### src/inc/cxs_defs.svh
// Purpose: Offsets, field positions, reset values and codes of the exception sequencer
// Assumes: Included by its bare name by the package user files
// Notes: Definitions only
`ifndef CXS_DEFS_SVH
`define CXS_DEFS_SVH

// Register offsets on the plain register port
`define CXS_REG_VBR 8'h00
`define CXS_REG_SSP 8'h04
`define CXS_REG_STATUS 8'h08
`define CXS_REG_INFO 8'h0C

// Status word fields
`define CXS_SR_T 15
`define CXS_SR_S 13
`define CXS_SR_M 12
`define CXS_SR_IMSK_HI 10
`define CXS_SR_IMSK_LO 8
`define CXS_SR_RESET 16'h2700

// Vector base register
`define CXS_VBR_RESET 32'h0000_0000
`define CXS_VBR_MASK 32'hFFF0_0000

// Vector numbers
`define CXS_VEC_INIT_SSP 8'h00
`define CXS_VEC_INIT_PC 8'h01
`define CXS_VEC_ACCESS 8'h02
`define CXS_VEC_ADDRESS 8'h03
`define CXS_VEC_ILLEGAL 8'h04
`define CXS_VEC_DIVZ 8'h05
`define CXS_VEC_PRIV 8'h08
`define CXS_VEC_TRACE 8'h09
`define CXS_VEC_LINEA 8'h0A
`define CXS_VEC_LINEF 8'h0B
`define CXS_VEC_DEBUG 8'h0C
`define CXS_VEC_FORMAT 8'h0E
`define CXS_VEC_TRAP0 8'h20

// Frame format and fault status codes
`define CXS_FMT_HI 2'b01
`define CXS_FS_NONE 4'h0
`define CXS_FS_IFETCH 4'h4
`define CXS_FS_OPWR 4'h8
`define CXS_FS_WPROT 4'h9
`define CXS_FS_OPRD 4'hC
`define CXS_FRAME_BYTES 32'h0000_0008
`define CXS_LONG_BYTES 32'h0000_0004

// Interrupt acknowledge window, level sits in address bits 4:2
`define CXS_INTERRUPT_ACK_CYCLE_BASE 32'hFFFF_FFE0

`endif

### src/inc/cxs_pkg.sv
// Purpose: Types shared by the exception sequencer
// Assumes: Nothing beyond the tool's SystemVerilog support
// Notes: Constants live in cxs_defs.svh
package cxs_pkg;

  typedef enum logic [7:0] {
    CXS_ST_IDLE = 8'h01,
    CXS_ST_RST_SSP = 8'h02,
    CXS_ST_RST_PC = 8'h04,
    CXS_ST_INTERRUPT_ACK_CYCLE = 8'h08,
    CXS_ST_PUSH_PC = 8'h10,
    CXS_ST_PUSH_FV = 8'h20,
    CXS_ST_VEC_RD = 8'h40,
    CXS_ST_FETCH = 8'h80
  } cxs_state_t;

  typedef enum logic [3:0] {
    CXS_K_ADDRESS = 4'h0,
    CXS_K_ILLEGAL = 4'h1,
    CXS_K_DIVZ = 4'h2,
    CXS_K_PRIV = 4'h3,
    CXS_K_TRACE = 4'h4,
    CXS_K_LINEA = 4'h5,
    CXS_K_LINEF = 4'h6,
    CXS_K_DEBUG = 4'h7,
    CXS_K_FORMAT = 4'h8,
    CXS_K_TRAP = 4'h9
  } cxs_kind_t;

endpackage

### src/hw/cxs_exception_sequencer.sv
// Purpose: Exception entry sequencer: status update, frame push, vector fetch, handler fetch
// Assumes: Core stalls while o_busy is high; memory answers with i_bus_ack
// Notes: No rollback of partial state; the core keeps or discards it as told
// Contract
// RULE_01: Save status copy, set supervisor, clear trace before building the frame.
// RULE_02: Interrupts also clear master flag and load mask with serviced level.
// RULE_03: Faults derive vector from type; interrupts run acknowledge cycle with level.
// RULE_04: Frame goes at a four-byte aligned address below supervisor stack pointer.
// RULE_05: Stacked counter is faulting or next instruction address by type.
// RULE_06: Handler address read at vector base plus four times vector number.
// RULE_07: Table holds 256 four-byte vectors, base on a one-megabyte boundary.
// RULE_08: Vectors 64 up serve peripheral interrupts and stack next address.
// RULE_09: Vector 0 gives initial stack pointer, vector 1 initial counter.
// RULE_10: Fixed vectors per fault type with fault or next stacked counter.
// RULE_11: Traps use vectors 32 to 47, next address; reserved vectors unused.
// RULE_12: No interrupt sampling during the first handler instruction.
// RULE_13: Frame is format/vector word over status, then counter longword.
// RULE_14: Format field 0100 to 0111 from stack pointer low bits.
// RULE_15: Fault status filled only for access and address errors, else zero.
// RULE_16: Fault codes: fetch 0100, write 1000, protected 1001, read 1100.
// RULE_17: Vector field holds computed number or controller supplied number.
// RULE_18: Fetch faults wait until used; change of flow discards them.
// RULE_19: Faulted opword aborts instruction before any state change.
// RULE_20: Read error aborts at once; earlier register updates stay.
// RULE_21: Write errors reported imprecisely after writer completed.
// RULE_22: Barrier instruction stalls for pending writes and reports their error.
// RULE_23: Processing ends once the first handler opcode fetch issues.
// RULE_24: Debug interrupt uses vector 12, no acknowledge, mask and master kept.
// RULE_25: Counter at higher address, status longword lower, stack pointer there.
//
// Local design decisions: the address-and-strobe port and the register addresses.
`timescale 1ns/1ps
`include "cxs_defs.svh"

module cxs_exception_sequencer
  import cxs_pkg::*;
(
  input wire logic i_clk,
  input wire logic i_reset,
  input wire logic [7:0] i_reg_addr,
  input wire logic [31:0] i_reg_wdata,
  input wire logic i_reg_wr,
  input wire logic i_reg_rd,
  output logic [31:0] o_reg_rdata,
  input wire logic i_exc_req,
  input wire cxs_kind_t i_exc_kind,
  input wire logic [3:0] i_trap_num,
  input wire logic [3:0] i_addr_err_fs,
  input wire logic [31:0] i_fault_pc,
  input wire logic [31:0] i_next_pc,
  input wire logic i_fetch_fault,
  input wire logic i_flow_change,
  input wire logic i_fault_word_used,
  input wire logic i_read_err,
  input wire logic i_write_err,
  input wire logic i_write_prot,
  input wire logic i_writes_pending,
  input wire logic i_nop_active,
  input wire logic i_instr_boundary,
  input wire logic i_instr_done,
  input wire logic [2:0] i_irq_level,
  output logic o_exc_taken,
  output logic o_abort,
  output logic o_nop_stall,
  output logic o_busy,
  output logic o_bus_req,
  output logic o_bus_wr,
  output logic o_bus_interrupt_ack_cycle,
  output logic [31:0] o_bus_addr,
  output logic [31:0] o_bus_wdata,
  input wire logic i_bus_ack,
  input wire logic [31:0] i_bus_rdata,
  output logic o_fetch_req,
  output logic [31:0] o_fetch_addr,
  output logic [15:0] o_status_word,
  output logic [31:0] o_ssp
);

  function automatic logic [7:0] kind_vec(input cxs_kind_t kind, input logic [3:0] trap);
    case (kind)
      CXS_K_ADDRESS: kind_vec = `CXS_VEC_ADDRESS;
      CXS_K_ILLEGAL: kind_vec = `CXS_VEC_ILLEGAL;
      CXS_K_DIVZ: kind_vec = `CXS_VEC_DIVZ;
      CXS_K_PRIV: kind_vec = `CXS_VEC_PRIV;
      CXS_K_TRACE: kind_vec = `CXS_VEC_TRACE;
      CXS_K_LINEA: kind_vec = `CXS_VEC_LINEA;
      CXS_K_LINEF: kind_vec = `CXS_VEC_LINEF;
      CXS_K_DEBUG: kind_vec = `CXS_VEC_DEBUG; // RULE_24
      CXS_K_FORMAT: kind_vec = `CXS_VEC_FORMAT;
      CXS_K_TRAP: kind_vec = `CXS_VEC_TRAP0 | {4'h0, trap}; // RULE_11
      default: kind_vec = `CXS_VEC_ILLEGAL;
    endcase
  endfunction

  // Types that resume after the causing instruction
  function automatic logic kind_next(input cxs_kind_t kind);
    case (kind)
      CXS_K_TRACE: kind_next = 1'b1;
      CXS_K_DEBUG: kind_next = 1'b1;
      CXS_K_TRAP: kind_next = 1'b1;
      default: kind_next = 1'b0;
    endcase
  endfunction

  cxs_state_t state_r, state_nxt;
  logic [15:0] status_r, status_nxt;
  logic [15:0] saved_sr_r, saved_sr_nxt;
  logic [31:0] ssp_r, ssp_nxt;
  logic [31:0] vbr_r, vbr_nxt;
  logic [7:0] vector_r, vector_nxt;
  logic [3:0] fs_r, fs_nxt;
  logic [1:0] fmt_r, fmt_nxt;
  logic [31:0] pc_stack_r, pc_stack_nxt;
  logic [31:0] frame_sp_r, frame_sp_nxt;
  logic [2:0] irq_lvl_r, irq_lvl_nxt;
  logic [31:0] bus_addr_r, bus_addr_nxt;
  logic [31:0] bus_wdata_r, bus_wdata_nxt;
  logic [31:0] handler_pc_r, handler_pc_nxt;
  logic inhibit_r, inhibit_nxt;
  logic fetch_pend_r, fetch_pend_nxt;
  logic wr_err_pend_r, wr_err_pend_nxt;
  logic wr_err_prot_r, wr_err_prot_nxt;
  logic [31:0] rdata_r, rdata_nxt;

  logic idle;
  logic ev_ifetch, ev_rd, ev_exc, ev_nop, ev_wr, ev_irq, start;
  logic [7:0] ent_vec;
  logic [3:0] ent_fs;
  logic ent_next;
  logic ent_keep_mask;
  logic [31:0] sp_al;
  logic [31:0] frame_word;

  assign idle = (state_r == CXS_ST_IDLE);
  // Fetch faults only count when the faulted word is actually executed
  assign ev_ifetch = idle & fetch_pend_r & i_fault_word_used; // RULE_18
  assign ev_rd = idle & i_read_err; // RULE_20
  assign ev_exc = idle & i_exc_req;
  assign ev_nop = idle & wr_err_pend_r & i_nop_active & ~i_writes_pending; // RULE_22
  assign ev_wr = idle & wr_err_pend_r & i_instr_boundary; // RULE_21
  assign ev_irq = idle & i_instr_boundary & ~inhibit_r &
    (i_irq_level > status_r[`CXS_SR_IMSK_HI:`CXS_SR_IMSK_LO]); // RULE_12
  assign start = ev_ifetch | ev_rd | ev_exc | ev_nop | ev_wr | ev_irq;
  assign sp_al = {ssp_r[31:2], 2'b00}; // RULE_04
  // Format/vector word above the saved status word
  assign frame_word = {`CXS_FMT_HI, fmt_r, fs_r, vector_r, saved_sr_r}; // RULE_13

  // Entry decode, in priority order
  always_comb begin
    ent_vec = `CXS_VEC_ACCESS; // RULE_10
    ent_fs = `CXS_FS_NONE; // RULE_15
    ent_next = 1'b0;
    ent_keep_mask = 1'b1;
    if (ev_ifetch) begin
      ent_fs = `CXS_FS_IFETCH; // RULE_16
    end else if (ev_rd) begin
      ent_fs = `CXS_FS_OPRD; // RULE_16
    end else if (ev_exc) begin
      ent_vec = kind_vec(i_exc_kind, i_trap_num); // RULE_03
      ent_next = kind_next(i_exc_kind); // RULE_05
      if (i_exc_kind == CXS_K_ADDRESS) begin
        ent_fs = i_addr_err_fs;
      end
    end else if (ev_nop || ev_wr) begin
      ent_fs = wr_err_prot_r ? `CXS_FS_WPROT : `CXS_FS_OPWR; // RULE_16
      ent_next = ev_wr; // RULE_21
    end else if (ev_irq) begin
      ent_next = 1'b1; // RULE_08
      ent_keep_mask = 1'b0;
    end
  end

  // Sequencer next values
  always_comb begin
    state_nxt = state_r;
    status_nxt = status_r;
    saved_sr_nxt = saved_sr_r;
    ssp_nxt = ssp_r;
    vbr_nxt = vbr_r;
    vector_nxt = vector_r;
    fs_nxt = fs_r;
    fmt_nxt = fmt_r;
    pc_stack_nxt = pc_stack_r;
    frame_sp_nxt = frame_sp_r;
    irq_lvl_nxt = irq_lvl_r;
    bus_addr_nxt = bus_addr_r;
    bus_wdata_nxt = bus_wdata_r;
    handler_pc_nxt = handler_pc_r;
    inhibit_nxt = inhibit_r;
    // A new fault wins over a discard in the same cycle
    fetch_pend_nxt = (fetch_pend_r & ~i_flow_change & ~ev_ifetch) | i_fetch_fault; // RULE_18
    wr_err_pend_nxt = (wr_err_pend_r & ~(ev_nop | ev_wr)) | i_write_err;
    wr_err_prot_nxt = i_write_err ? (wr_err_prot_r & wr_err_pend_nxt) | i_write_prot :
      (wr_err_prot_r & wr_err_pend_nxt);
    if (i_instr_done) begin
      inhibit_nxt = 1'b0; // RULE_12
    end
    if (i_reg_wr && (i_reg_addr == `CXS_REG_VBR)) begin
      vbr_nxt = i_reg_wdata & `CXS_VBR_MASK; // RULE_07
    end
    if (i_reg_wr && idle && !start && (i_reg_addr == `CXS_REG_SSP)) begin
      ssp_nxt = i_reg_wdata;
    end
    if (i_reg_wr && idle && !start && (i_reg_addr == `CXS_REG_STATUS)) begin
      status_nxt = i_reg_wdata[15:0];
    end
    case (state_r)
      CXS_ST_IDLE: begin
        if (start) begin
          saved_sr_nxt = status_r; // RULE_01
          status_nxt[`CXS_SR_S] = 1'b1; // RULE_01
          status_nxt[`CXS_SR_T] = 1'b0; // RULE_01
          if (!ent_keep_mask) begin
            status_nxt[`CXS_SR_M] = 1'b0; // RULE_02
            status_nxt[`CXS_SR_IMSK_HI:`CXS_SR_IMSK_LO] = i_irq_level; // RULE_02
          end
          fs_nxt = ent_fs;
          fmt_nxt = ssp_r[1:0]; // RULE_14
          frame_sp_nxt = sp_al - `CXS_FRAME_BYTES; // RULE_14
          pc_stack_nxt = ent_next ? i_next_pc : i_fault_pc; // RULE_05
          irq_lvl_nxt = i_irq_level;
          vector_nxt = ent_vec; // RULE_17
          if (ev_irq && !(ev_ifetch | ev_rd | ev_exc | ev_nop | ev_wr)) begin
            state_nxt = CXS_ST_INTERRUPT_ACK_CYCLE;
            bus_addr_nxt = `CXS_INTERRUPT_ACK_CYCLE_BASE | {27'h000_0000, i_irq_level, 2'b00}; // RULE_03
          end else begin
            state_nxt = CXS_ST_PUSH_PC;
            bus_addr_nxt = sp_al - `CXS_LONG_BYTES; // RULE_25
            bus_wdata_nxt = ent_next ? i_next_pc : i_fault_pc;
          end
        end
      end
      CXS_ST_RST_SSP: begin
        if (i_bus_ack) begin
          ssp_nxt = i_bus_rdata; // RULE_09
          bus_addr_nxt = vbr_r + {22'h00_0000, `CXS_VEC_INIT_PC, 2'b00}; // RULE_09
          state_nxt = CXS_ST_RST_PC;
        end
      end
      CXS_ST_RST_PC: begin
        if (i_bus_ack) begin
          handler_pc_nxt = i_bus_rdata; // RULE_09
          state_nxt = CXS_ST_FETCH;
        end
      end
      CXS_ST_INTERRUPT_ACK_CYCLE: begin
        if (i_bus_ack) begin
          vector_nxt = i_bus_rdata[7:0]; // RULE_17
          bus_addr_nxt = frame_sp_r + `CXS_LONG_BYTES; // RULE_25
          bus_wdata_nxt = pc_stack_r;
          state_nxt = CXS_ST_PUSH_PC;
        end
      end
      CXS_ST_PUSH_PC: begin
        if (i_bus_ack) begin
          bus_addr_nxt = frame_sp_r; // RULE_25
          bus_wdata_nxt = frame_word; // RULE_13
          state_nxt = CXS_ST_PUSH_FV;
        end
      end
      CXS_ST_PUSH_FV: begin
        if (i_bus_ack) begin
          ssp_nxt = frame_sp_r; // RULE_25
          bus_addr_nxt = vbr_r + {22'h00_0000, vector_r, 2'b00}; // RULE_06
          state_nxt = CXS_ST_VEC_RD;
        end
      end
      CXS_ST_VEC_RD: begin
        if (i_bus_ack) begin
          handler_pc_nxt = i_bus_rdata; // RULE_06
          state_nxt = CXS_ST_FETCH;
        end
      end
      CXS_ST_FETCH: begin
        // Done once the first opcode fetch is issued; interrupts stay inhibited until the first handler instruction completes
        inhibit_nxt = 1'b1; // RULE_12
        state_nxt = CXS_ST_IDLE; // RULE_23
      end
      default: begin
        state_nxt = CXS_ST_IDLE;
      end
    endcase
  end

  always_ff @(posedge i_clk) begin
    if (i_reset) begin
      // Reset runs the initial stack pointer and counter fetch from vector 0 and 1
      state_r <= CXS_ST_RST_SSP; // RULE_09
      status_r <= `CXS_SR_RESET;
      saved_sr_r <= 16'h0000;
      ssp_r <= 32'h0000_0000;
      vbr_r <= `CXS_VBR_RESET;
      vector_r <= `CXS_VEC_INIT_SSP;
      fs_r <= `CXS_FS_NONE;
      fmt_r <= 2'b00;
      pc_stack_r <= 32'h0000_0000;
      frame_sp_r <= 32'h0000_0000;
      irq_lvl_r <= 3'h0;
      bus_addr_r <= `CXS_VBR_RESET;
      bus_wdata_r <= 32'h0000_0000;
      handler_pc_r <= 32'h0000_0000;
      inhibit_r <= 1'b0;
      fetch_pend_r <= 1'b0;
      wr_err_pend_r <= 1'b0;
      wr_err_prot_r <= 1'b0;
    end else begin
      state_r <= state_nxt;
      status_r <= status_nxt;
      saved_sr_r <= saved_sr_nxt;
      ssp_r <= ssp_nxt;
      vbr_r <= vbr_nxt;
      vector_r <= vector_nxt;
      fs_r <= fs_nxt;
      fmt_r <= fmt_nxt;
      pc_stack_r <= pc_stack_nxt;
      frame_sp_r <= frame_sp_nxt;
      irq_lvl_r <= irq_lvl_nxt;
      bus_addr_r <= bus_addr_nxt;
      bus_wdata_r <= bus_wdata_nxt;
      handler_pc_r <= handler_pc_nxt;
      inhibit_r <= inhibit_nxt;
      fetch_pend_r <= fetch_pend_nxt;
      wr_err_pend_r <= wr_err_pend_nxt;
      wr_err_prot_r <= wr_err_prot_nxt;
    end
  end

  // Register read next value; unmapped offsets read zero
  always_comb begin
    rdata_nxt = 32'h0000_0000;
    if (i_reg_rd) begin
      case (i_reg_addr)
        `CXS_REG_VBR: rdata_nxt = vbr_r;
        `CXS_REG_SSP: rdata_nxt = ssp_r;
        `CXS_REG_STATUS: rdata_nxt = {16'h0000, status_r};
        `CXS_REG_INFO: rdata_nxt = {state_r, vector_r, fs_r, irq_lvl_r, inhibit_r,
          fetch_pend_r, wr_err_pend_r, wr_err_prot_r, 5'h00};
        default: rdata_nxt = 32'h0000_0000;
      endcase
    end
  end

  always_ff @(posedge i_clk) begin
    if (i_reset) begin
      rdata_r <= 32'h0000_0000;
    end else begin
      rdata_r <= rdata_nxt;
    end
  end

  assign o_reg_rdata = rdata_r;
  assign o_exc_taken = start;
  // Squash before writeback; earlier address updates of a read fault are kept
  assign o_abort = ev_ifetch | ev_rd; // RULE_19
  assign o_nop_stall = i_nop_active & i_writes_pending; // RULE_22
  assign o_busy = ~idle;
  assign o_bus_req = (state_r == CXS_ST_RST_SSP) | (state_r == CXS_ST_RST_PC) |
    (state_r == CXS_ST_INTERRUPT_ACK_CYCLE) | (state_r == CXS_ST_PUSH_PC) |
    (state_r == CXS_ST_PUSH_FV) | (state_r == CXS_ST_VEC_RD);
  assign o_bus_wr = (state_r == CXS_ST_PUSH_PC) | (state_r == CXS_ST_PUSH_FV);
  assign o_bus_interrupt_ack_cycle = (state_r == CXS_ST_INTERRUPT_ACK_CYCLE); // RULE_03
  assign o_bus_addr = bus_addr_r;
  assign o_bus_wdata = bus_wdata_r;
  assign o_fetch_req = (state_r == CXS_ST_FETCH); // RULE_23
  assign o_fetch_addr = handler_pc_r;
  assign o_status_word = status_r;
  assign o_ssp = ssp_r;

  chk_entry_super: assert property (@(posedge i_clk) disable iff (i_reset) // RULE_01
    start |=> status_r[`CXS_SR_S] && !status_r[`CXS_SR_T] && saved_sr_r == $past(status_r))
    else $error("Entry did not save status and enter supervisor");

  chk_irq_mask: assert property (@(posedge i_clk) disable iff (i_reset) // RULE_02
    (start && state_nxt == CXS_ST_INTERRUPT_ACK_CYCLE) |=>
      status_r[`CXS_SR_IMSK_HI:`CXS_SR_IMSK_LO] == $past(i_irq_level) &&
      !status_r[`CXS_SR_M])
    else $error("Interrupt entry mask or master flag wrong");

  chk_debug_keep: assert property (@(posedge i_clk) disable iff (i_reset) // RULE_24
    (ev_exc && !ev_ifetch && !ev_rd && i_exc_kind == CXS_K_DEBUG) |=>
      state_r == CXS_ST_PUSH_PC && vector_r == `CXS_VEC_DEBUG &&
      status_r[`CXS_SR_M:`CXS_SR_IMSK_LO] == $past(status_r[`CXS_SR_M:`CXS_SR_IMSK_LO]))
    else $error("Debug entry altered mask or used wrong vector");

  chk_interrupt_ack_cycle_addr: assert property (@(posedge i_clk) disable iff (i_reset) // RULE_03
    o_bus_interrupt_ack_cycle |-> o_bus_req && !o_bus_wr &&
      o_bus_addr == (`CXS_INTERRUPT_ACK_CYCLE_BASE | {27'h000_0000, irq_lvl_r, 2'b00}))
    else $error("Acknowledge cycle address does not carry the level");

  chk_frame_place: assert property (@(posedge i_clk) disable iff (i_reset) // RULE_25
    (state_r == CXS_ST_PUSH_PC && i_bus_ack) |=>
      o_bus_addr == frame_sp_r && o_bus_addr[1:0] == 2'b00 &&
      $past(o_bus_addr) == frame_sp_r + `CXS_LONG_BYTES)
    else $error("Frame longwords misplaced or misaligned");

  chk_ssp_frame: assert property (@(posedge i_clk) disable iff (i_reset) // RULE_14
    (state_r == CXS_ST_PUSH_FV && i_bus_ack) |=>
      ssp_r == {$past(ssp_r[31:2]), 2'b00} - `CXS_FRAME_BYTES)
    else $error("Stack pointer not lowered by the frame");

  chk_fmt_code: assert property (@(posedge i_clk) disable iff (i_reset) // RULE_14
    state_r == CXS_ST_PUSH_FV |-> o_bus_wdata[31:28] == {`CXS_FMT_HI, fmt_r} &&
      o_bus_wdata[23:16] == vector_r)
    else $error("Format or vector field wrong in frame");

  chk_fs_zero: assert property (@(posedge i_clk) disable iff (i_reset) // RULE_15
    (ev_exc && !ev_ifetch && !ev_rd && i_exc_kind != CXS_K_ADDRESS) |=> fs_r == `CXS_FS_NONE)
    else $error("Fault status filled for a non-access exception");

  chk_vec_index: assert property (@(posedge i_clk) disable iff (i_reset) // RULE_06
    state_r == CXS_ST_VEC_RD |-> o_bus_addr == vbr_r + {22'h00_0000, vector_r, 2'b00})
    else $error("Vector read address wrong");

  chk_vbr_align: assert property (@(posedge i_clk) disable iff (i_reset) // RULE_07
    vbr_r[19:0] == 20'h0_0000)
    else $error("Vector base not on a megabyte boundary");

  chk_irq_inhibit: assert property (@(posedge i_clk) disable iff (i_reset) // RULE_12
    (o_fetch_req || (inhibit_r && !i_instr_done)) |=> inhibit_r && !ev_irq)
    else $error("Interrupt taken during first handler instruction");

  chk_fetch_exit: assert property (@(posedge i_clk) disable iff (i_reset) // RULE_23
    (state_r == CXS_ST_VEC_RD && i_bus_ack) |=> o_fetch_req && o_fetch_addr == $past(i_bus_rdata)
      ##1 !o_busy)
    else $error("Handler fetch not issued or sequencer did not finish");

endmodule

### config.mk
export PLATFORM = sky130hd
export DESIGN_NAME = cxs_exception_sequencer
export DESIGN_NICKNAME = d
export VERILOG_FILES = /design/src/inc/cxs_pkg.sv /design/src/hw/cxs_exception_sequencer.sv
export VERILOG_INCLUDE_DIRS = /design/src /design/src/inc
export SDC_FILE = /design/constraint.sdc
export NUM_CORES = 1
export LEC_CHECK = 0
export BUFFER_PORTS_ARGS = -buffer_cell sky130_fd_sc_hd__buf_2
export CAP_MARGIN = 10
export CORE_ASPECT_RATIO = 1.1
export CORE_MARGIN = 2
export CORE_UTILIZATION = 49
export CTS_CLUSTER_SIZE = 12
export DETAILED_ROUTE_END_ITERATION = 8
export GPL_TIMING_DRIVEN = 0
export PLACE_DENSITY = 0.77
export SYNTH_ARGS = -nofsm -noshare
export SYNTH_HDL_FRONTEND = slang
export SYNTH_SLANG_ARGS = --single-unit
### constraint.sdc
create_clock -name i_clk -period 2.9 [get_ports i_clk]
set_clock_uncertainty 0.2 [all_clocks]
set_input_delay 0.435 -clock i_clk [delete_from_list [all_inputs] [get_ports i_clk]]
set_output_delay 0.435 -clock i_clk [all_outputs]
set_load 0.005 [all_outputs]
==> out/results.txt <==
Status = finished, violations left
Failing checks = setup timing
Tot GR Track Use = 42.0%
Slew headroom = 26.6%
Area grow syn2layout = 43.0%
Area of the die = 0.0314 mm2
Power density over the cells = 622 mW/mm2
CP Class = reg2out
Die width = 169 um
Dpl cells = 2494
Port Buffers = 345
Most used cell along the critical path = or4_4
Final GP Congestion = 1.06
Post-DRT Antenna Nets = 0
Sequential share of the synthesized area = 39.9%
CP top delay family = simple AND/OR/NAND/NOR gates
RSZ-0062 raised after global routing = true
# IOs = 351
Crit. End Element = output port
Setup crit start = state_r[4]
Largest net degree at the start of global routing = 19
Cell variety after synth = 83
Pins Over Slew Limit = 0
Filler cell count = 2224
Non-Filler Instances = 2690
Worst path cell trace = or4_4, or4_4, nor3b_4, clkbuf_8, nand2b_4, buf_6
Hpwl dp = 50.2 mm
Worst Setup Start Kind = flop
Crit share post-route = 107%
Worst skew pair latency = 0.57 ns
EDFF count, synth = 0
Top FF cell, synth = dfxtp_1
Slowest-stage cell, CP = or4_4
Core area = 0.0296 mm2
Fmax = 323 MHz
Initial Util = 49.7%
DRT iter0 DRCs = 2075
Data arrival, critical path = 2.47 ns
Worst slack, placed = -0.956 ns
Mapped Area = 0.0147 mm2
Final net count = 2469
Synth warn = 0
CP Max Fanout = 3
HP Start = i_bus_rdata[2]
Hold Vio Cnt, Final = 0
Residual DRC = 0
CTS Buffer Depth = 3
Max VDD drop = 0.491 mV
Overflow after GRT = 0
Reg clk slew, reported paths = 0.06 ns
Via count = 17408
Initial antenna violation count = 1
Multi-input logic area = 0.00919 mm2
Via density = 6.47
WP data required = 2.27 ns
Seq. cell area = 0.00589 mm2
Crit-path max cell delay = 0.56 ns
H-Tree Depth = 1
Chip Height = 186 um
Placement row count = 66
Avg WL per Cell = 26.7 um
Post-synth ARST share = 0%
CTS Sinks = 293
Maxcap violations = 0
Number of buffers created by CTS = 31
Lkg Pwr = 8.80 nW
R2r startpoint = state_r[4]
Final hold slack = 0.0293 ns
First-pass GRT wire length = 99.1 mm
Minimum clock period = 3.10 ns
Worst slew pin tran = 1.10 ns
Drt first pass iters = 7
Slack of the critical path = -0.200 ns
WP buf/inv = 2
Cell chosen for the clock root = clkbuf_16
Layout cells sized above 1 = 33.4%
Synthesis-stage register bit count = 293
Synthesized instance count = 1772
TritonCTS clock tree = yes
Final Power = 13.1 mW
Detailed Route WL = 71.8 mm
Vias in the first global route = 16310
Synth Area per Inst = 8.30 um2
Finish-stage setup viols = 118
Hold crit path type = in2reg
[where the power goes]
group	internal (mW)	leakage [nW]	switching (mW)
logic	1.84	5.94	2.46
clock network	2.32	0.480	1.68
registers	4.39	2.38	0.381
total	8.55	8.80	4.53
[layout by cell type (no fill, tap or decap), drive strengths merged, types with 14 or more instances in the layout]
cell,Yosys,final
o22ai,33,33
clkbuf,127,164
o21ai,69,69
buf,38,470
xor2,28,28
xnor2,44,44
a221oi,34,34
mux2i,108,108
a311oi,16,16
a22oi,49,49
a21oi,92,92
nand4,14,14
nor4,18,18
nand3,44,44
a21boi,32,32
inv,20,20
nor2,259,259
nand2,103,103
dfxtp,293,293
dlygate4sd3,0,64
and3,41,41
a211oi,66,66
nor3,102,102
[metrics by stage]
step | utilization, % | cell area [um2] | TNS (ns)
4_1_cts | 65.5 | 19400 | -0.602
5_1_grt | 71.1 | 21000 | -10.84
3_3_place_gp | 57.2 | 16900 | -142.16
2_1_floorplan | - | 14700 | 0
6_report | 71.1 | 21000 | -7.53
3_5_place_dp | 57.2 | 16900 | -138.13
[registers in the layout, indices dropped and copies added, names as in the netlist, 2 cells and up]
register	cells
state_r	8
saved_sr_r	16
o_reg_rdata	32
vbr_r	12
fs_r	4
o_bus_wdata	32
frame_sp_r	30
pc_stack_r	32
o_ssp	32
vector_r	8
o_status_word	16
o_fetch_addr	32
o_bus_addr	30
irq_lvl_r	3
fmt_r	2
[layout make-up]
class	instances	area share, %
antenna	2	0.0238
buffer	154	4.71
clock buffer	44	4.11
clock inverter	8	0.577
inverter	22	0.565
multi-input combinational	1293	43.7
sequential	293	28.0
tap	374	2.23
timing repair buffer	500	16.1
[timing repair]
action,CTS,global route
endpoints found under the setup margin,251,151
pin swaps,17,129
hold endpoints to repair,76,0
setup buffers,34,45
resized for setup,143,308
cloned,1,10
hold buffers,64,0
[worst min-delay path: stages]
cell	delay (ns)
buf_2	0.16
mux2i_1	0.09
nor2_1	0.08
[Yosys cell counts (13+ instances only)]
library cell	number	area [um2]
mux2i_1	108	1080
a21boi_0	32	240
a221oi_1	34	298
a311oi_1	15	131
o21ai_0	43	215
a21oi_1	92	460
xor2_1	28	245
clkbuf_1	126	473
nand3_1	44	220
inv_1	18	67.6
nor4_1	13	81.3
nand2_1	103	387
a211oi_1	66	495
dfxtp_1	293	5870
a22oi_1	49	368
nand4_1	14	87.6
xnor2_1	44	385
and3_1	41	257
nor3_1	101	505
buf_2	22	110
nor2_1	258	968
o21ai_1	26	130
o22ai_1	32	200
[routing by layer]
metal	vias to the layer above	share of wire, %	GRT usage, %
met2	1279	45	68.9
li1	7506	-	-
met5	-	0.018	0
met1	8270	36	49.7
met4	2	8.7	29.4
met3	351	11	8.06
[logic make-up after synthesis]
| kind of cell | share of synthesized area (%) |
|---|---|
| simple gates | 20.4 |
| compound gates | 21.5 |
| flops | 39.9 |
| buf+inv | 5.19 |
| mux | 8.04 |
| xor+xnor | 4.29 |
| fa+ha+maj | 0.664 |
| other cells | 0.0255 |
[final timing paths]
path | endpoint | slack (ns) | cells after the start
worst max-delay path | o_bus_req | -0.20 | 6
worst min-delay path | o_fetch_addr[2] | 0.03 | 3
worst min register to register | irq_lvl_r[2] | 0.26 | 2
worst max register to register | o_bus_wdata[2] | -0.19 | 12
No activity file was read; power rests on OpenSTA's default activity.
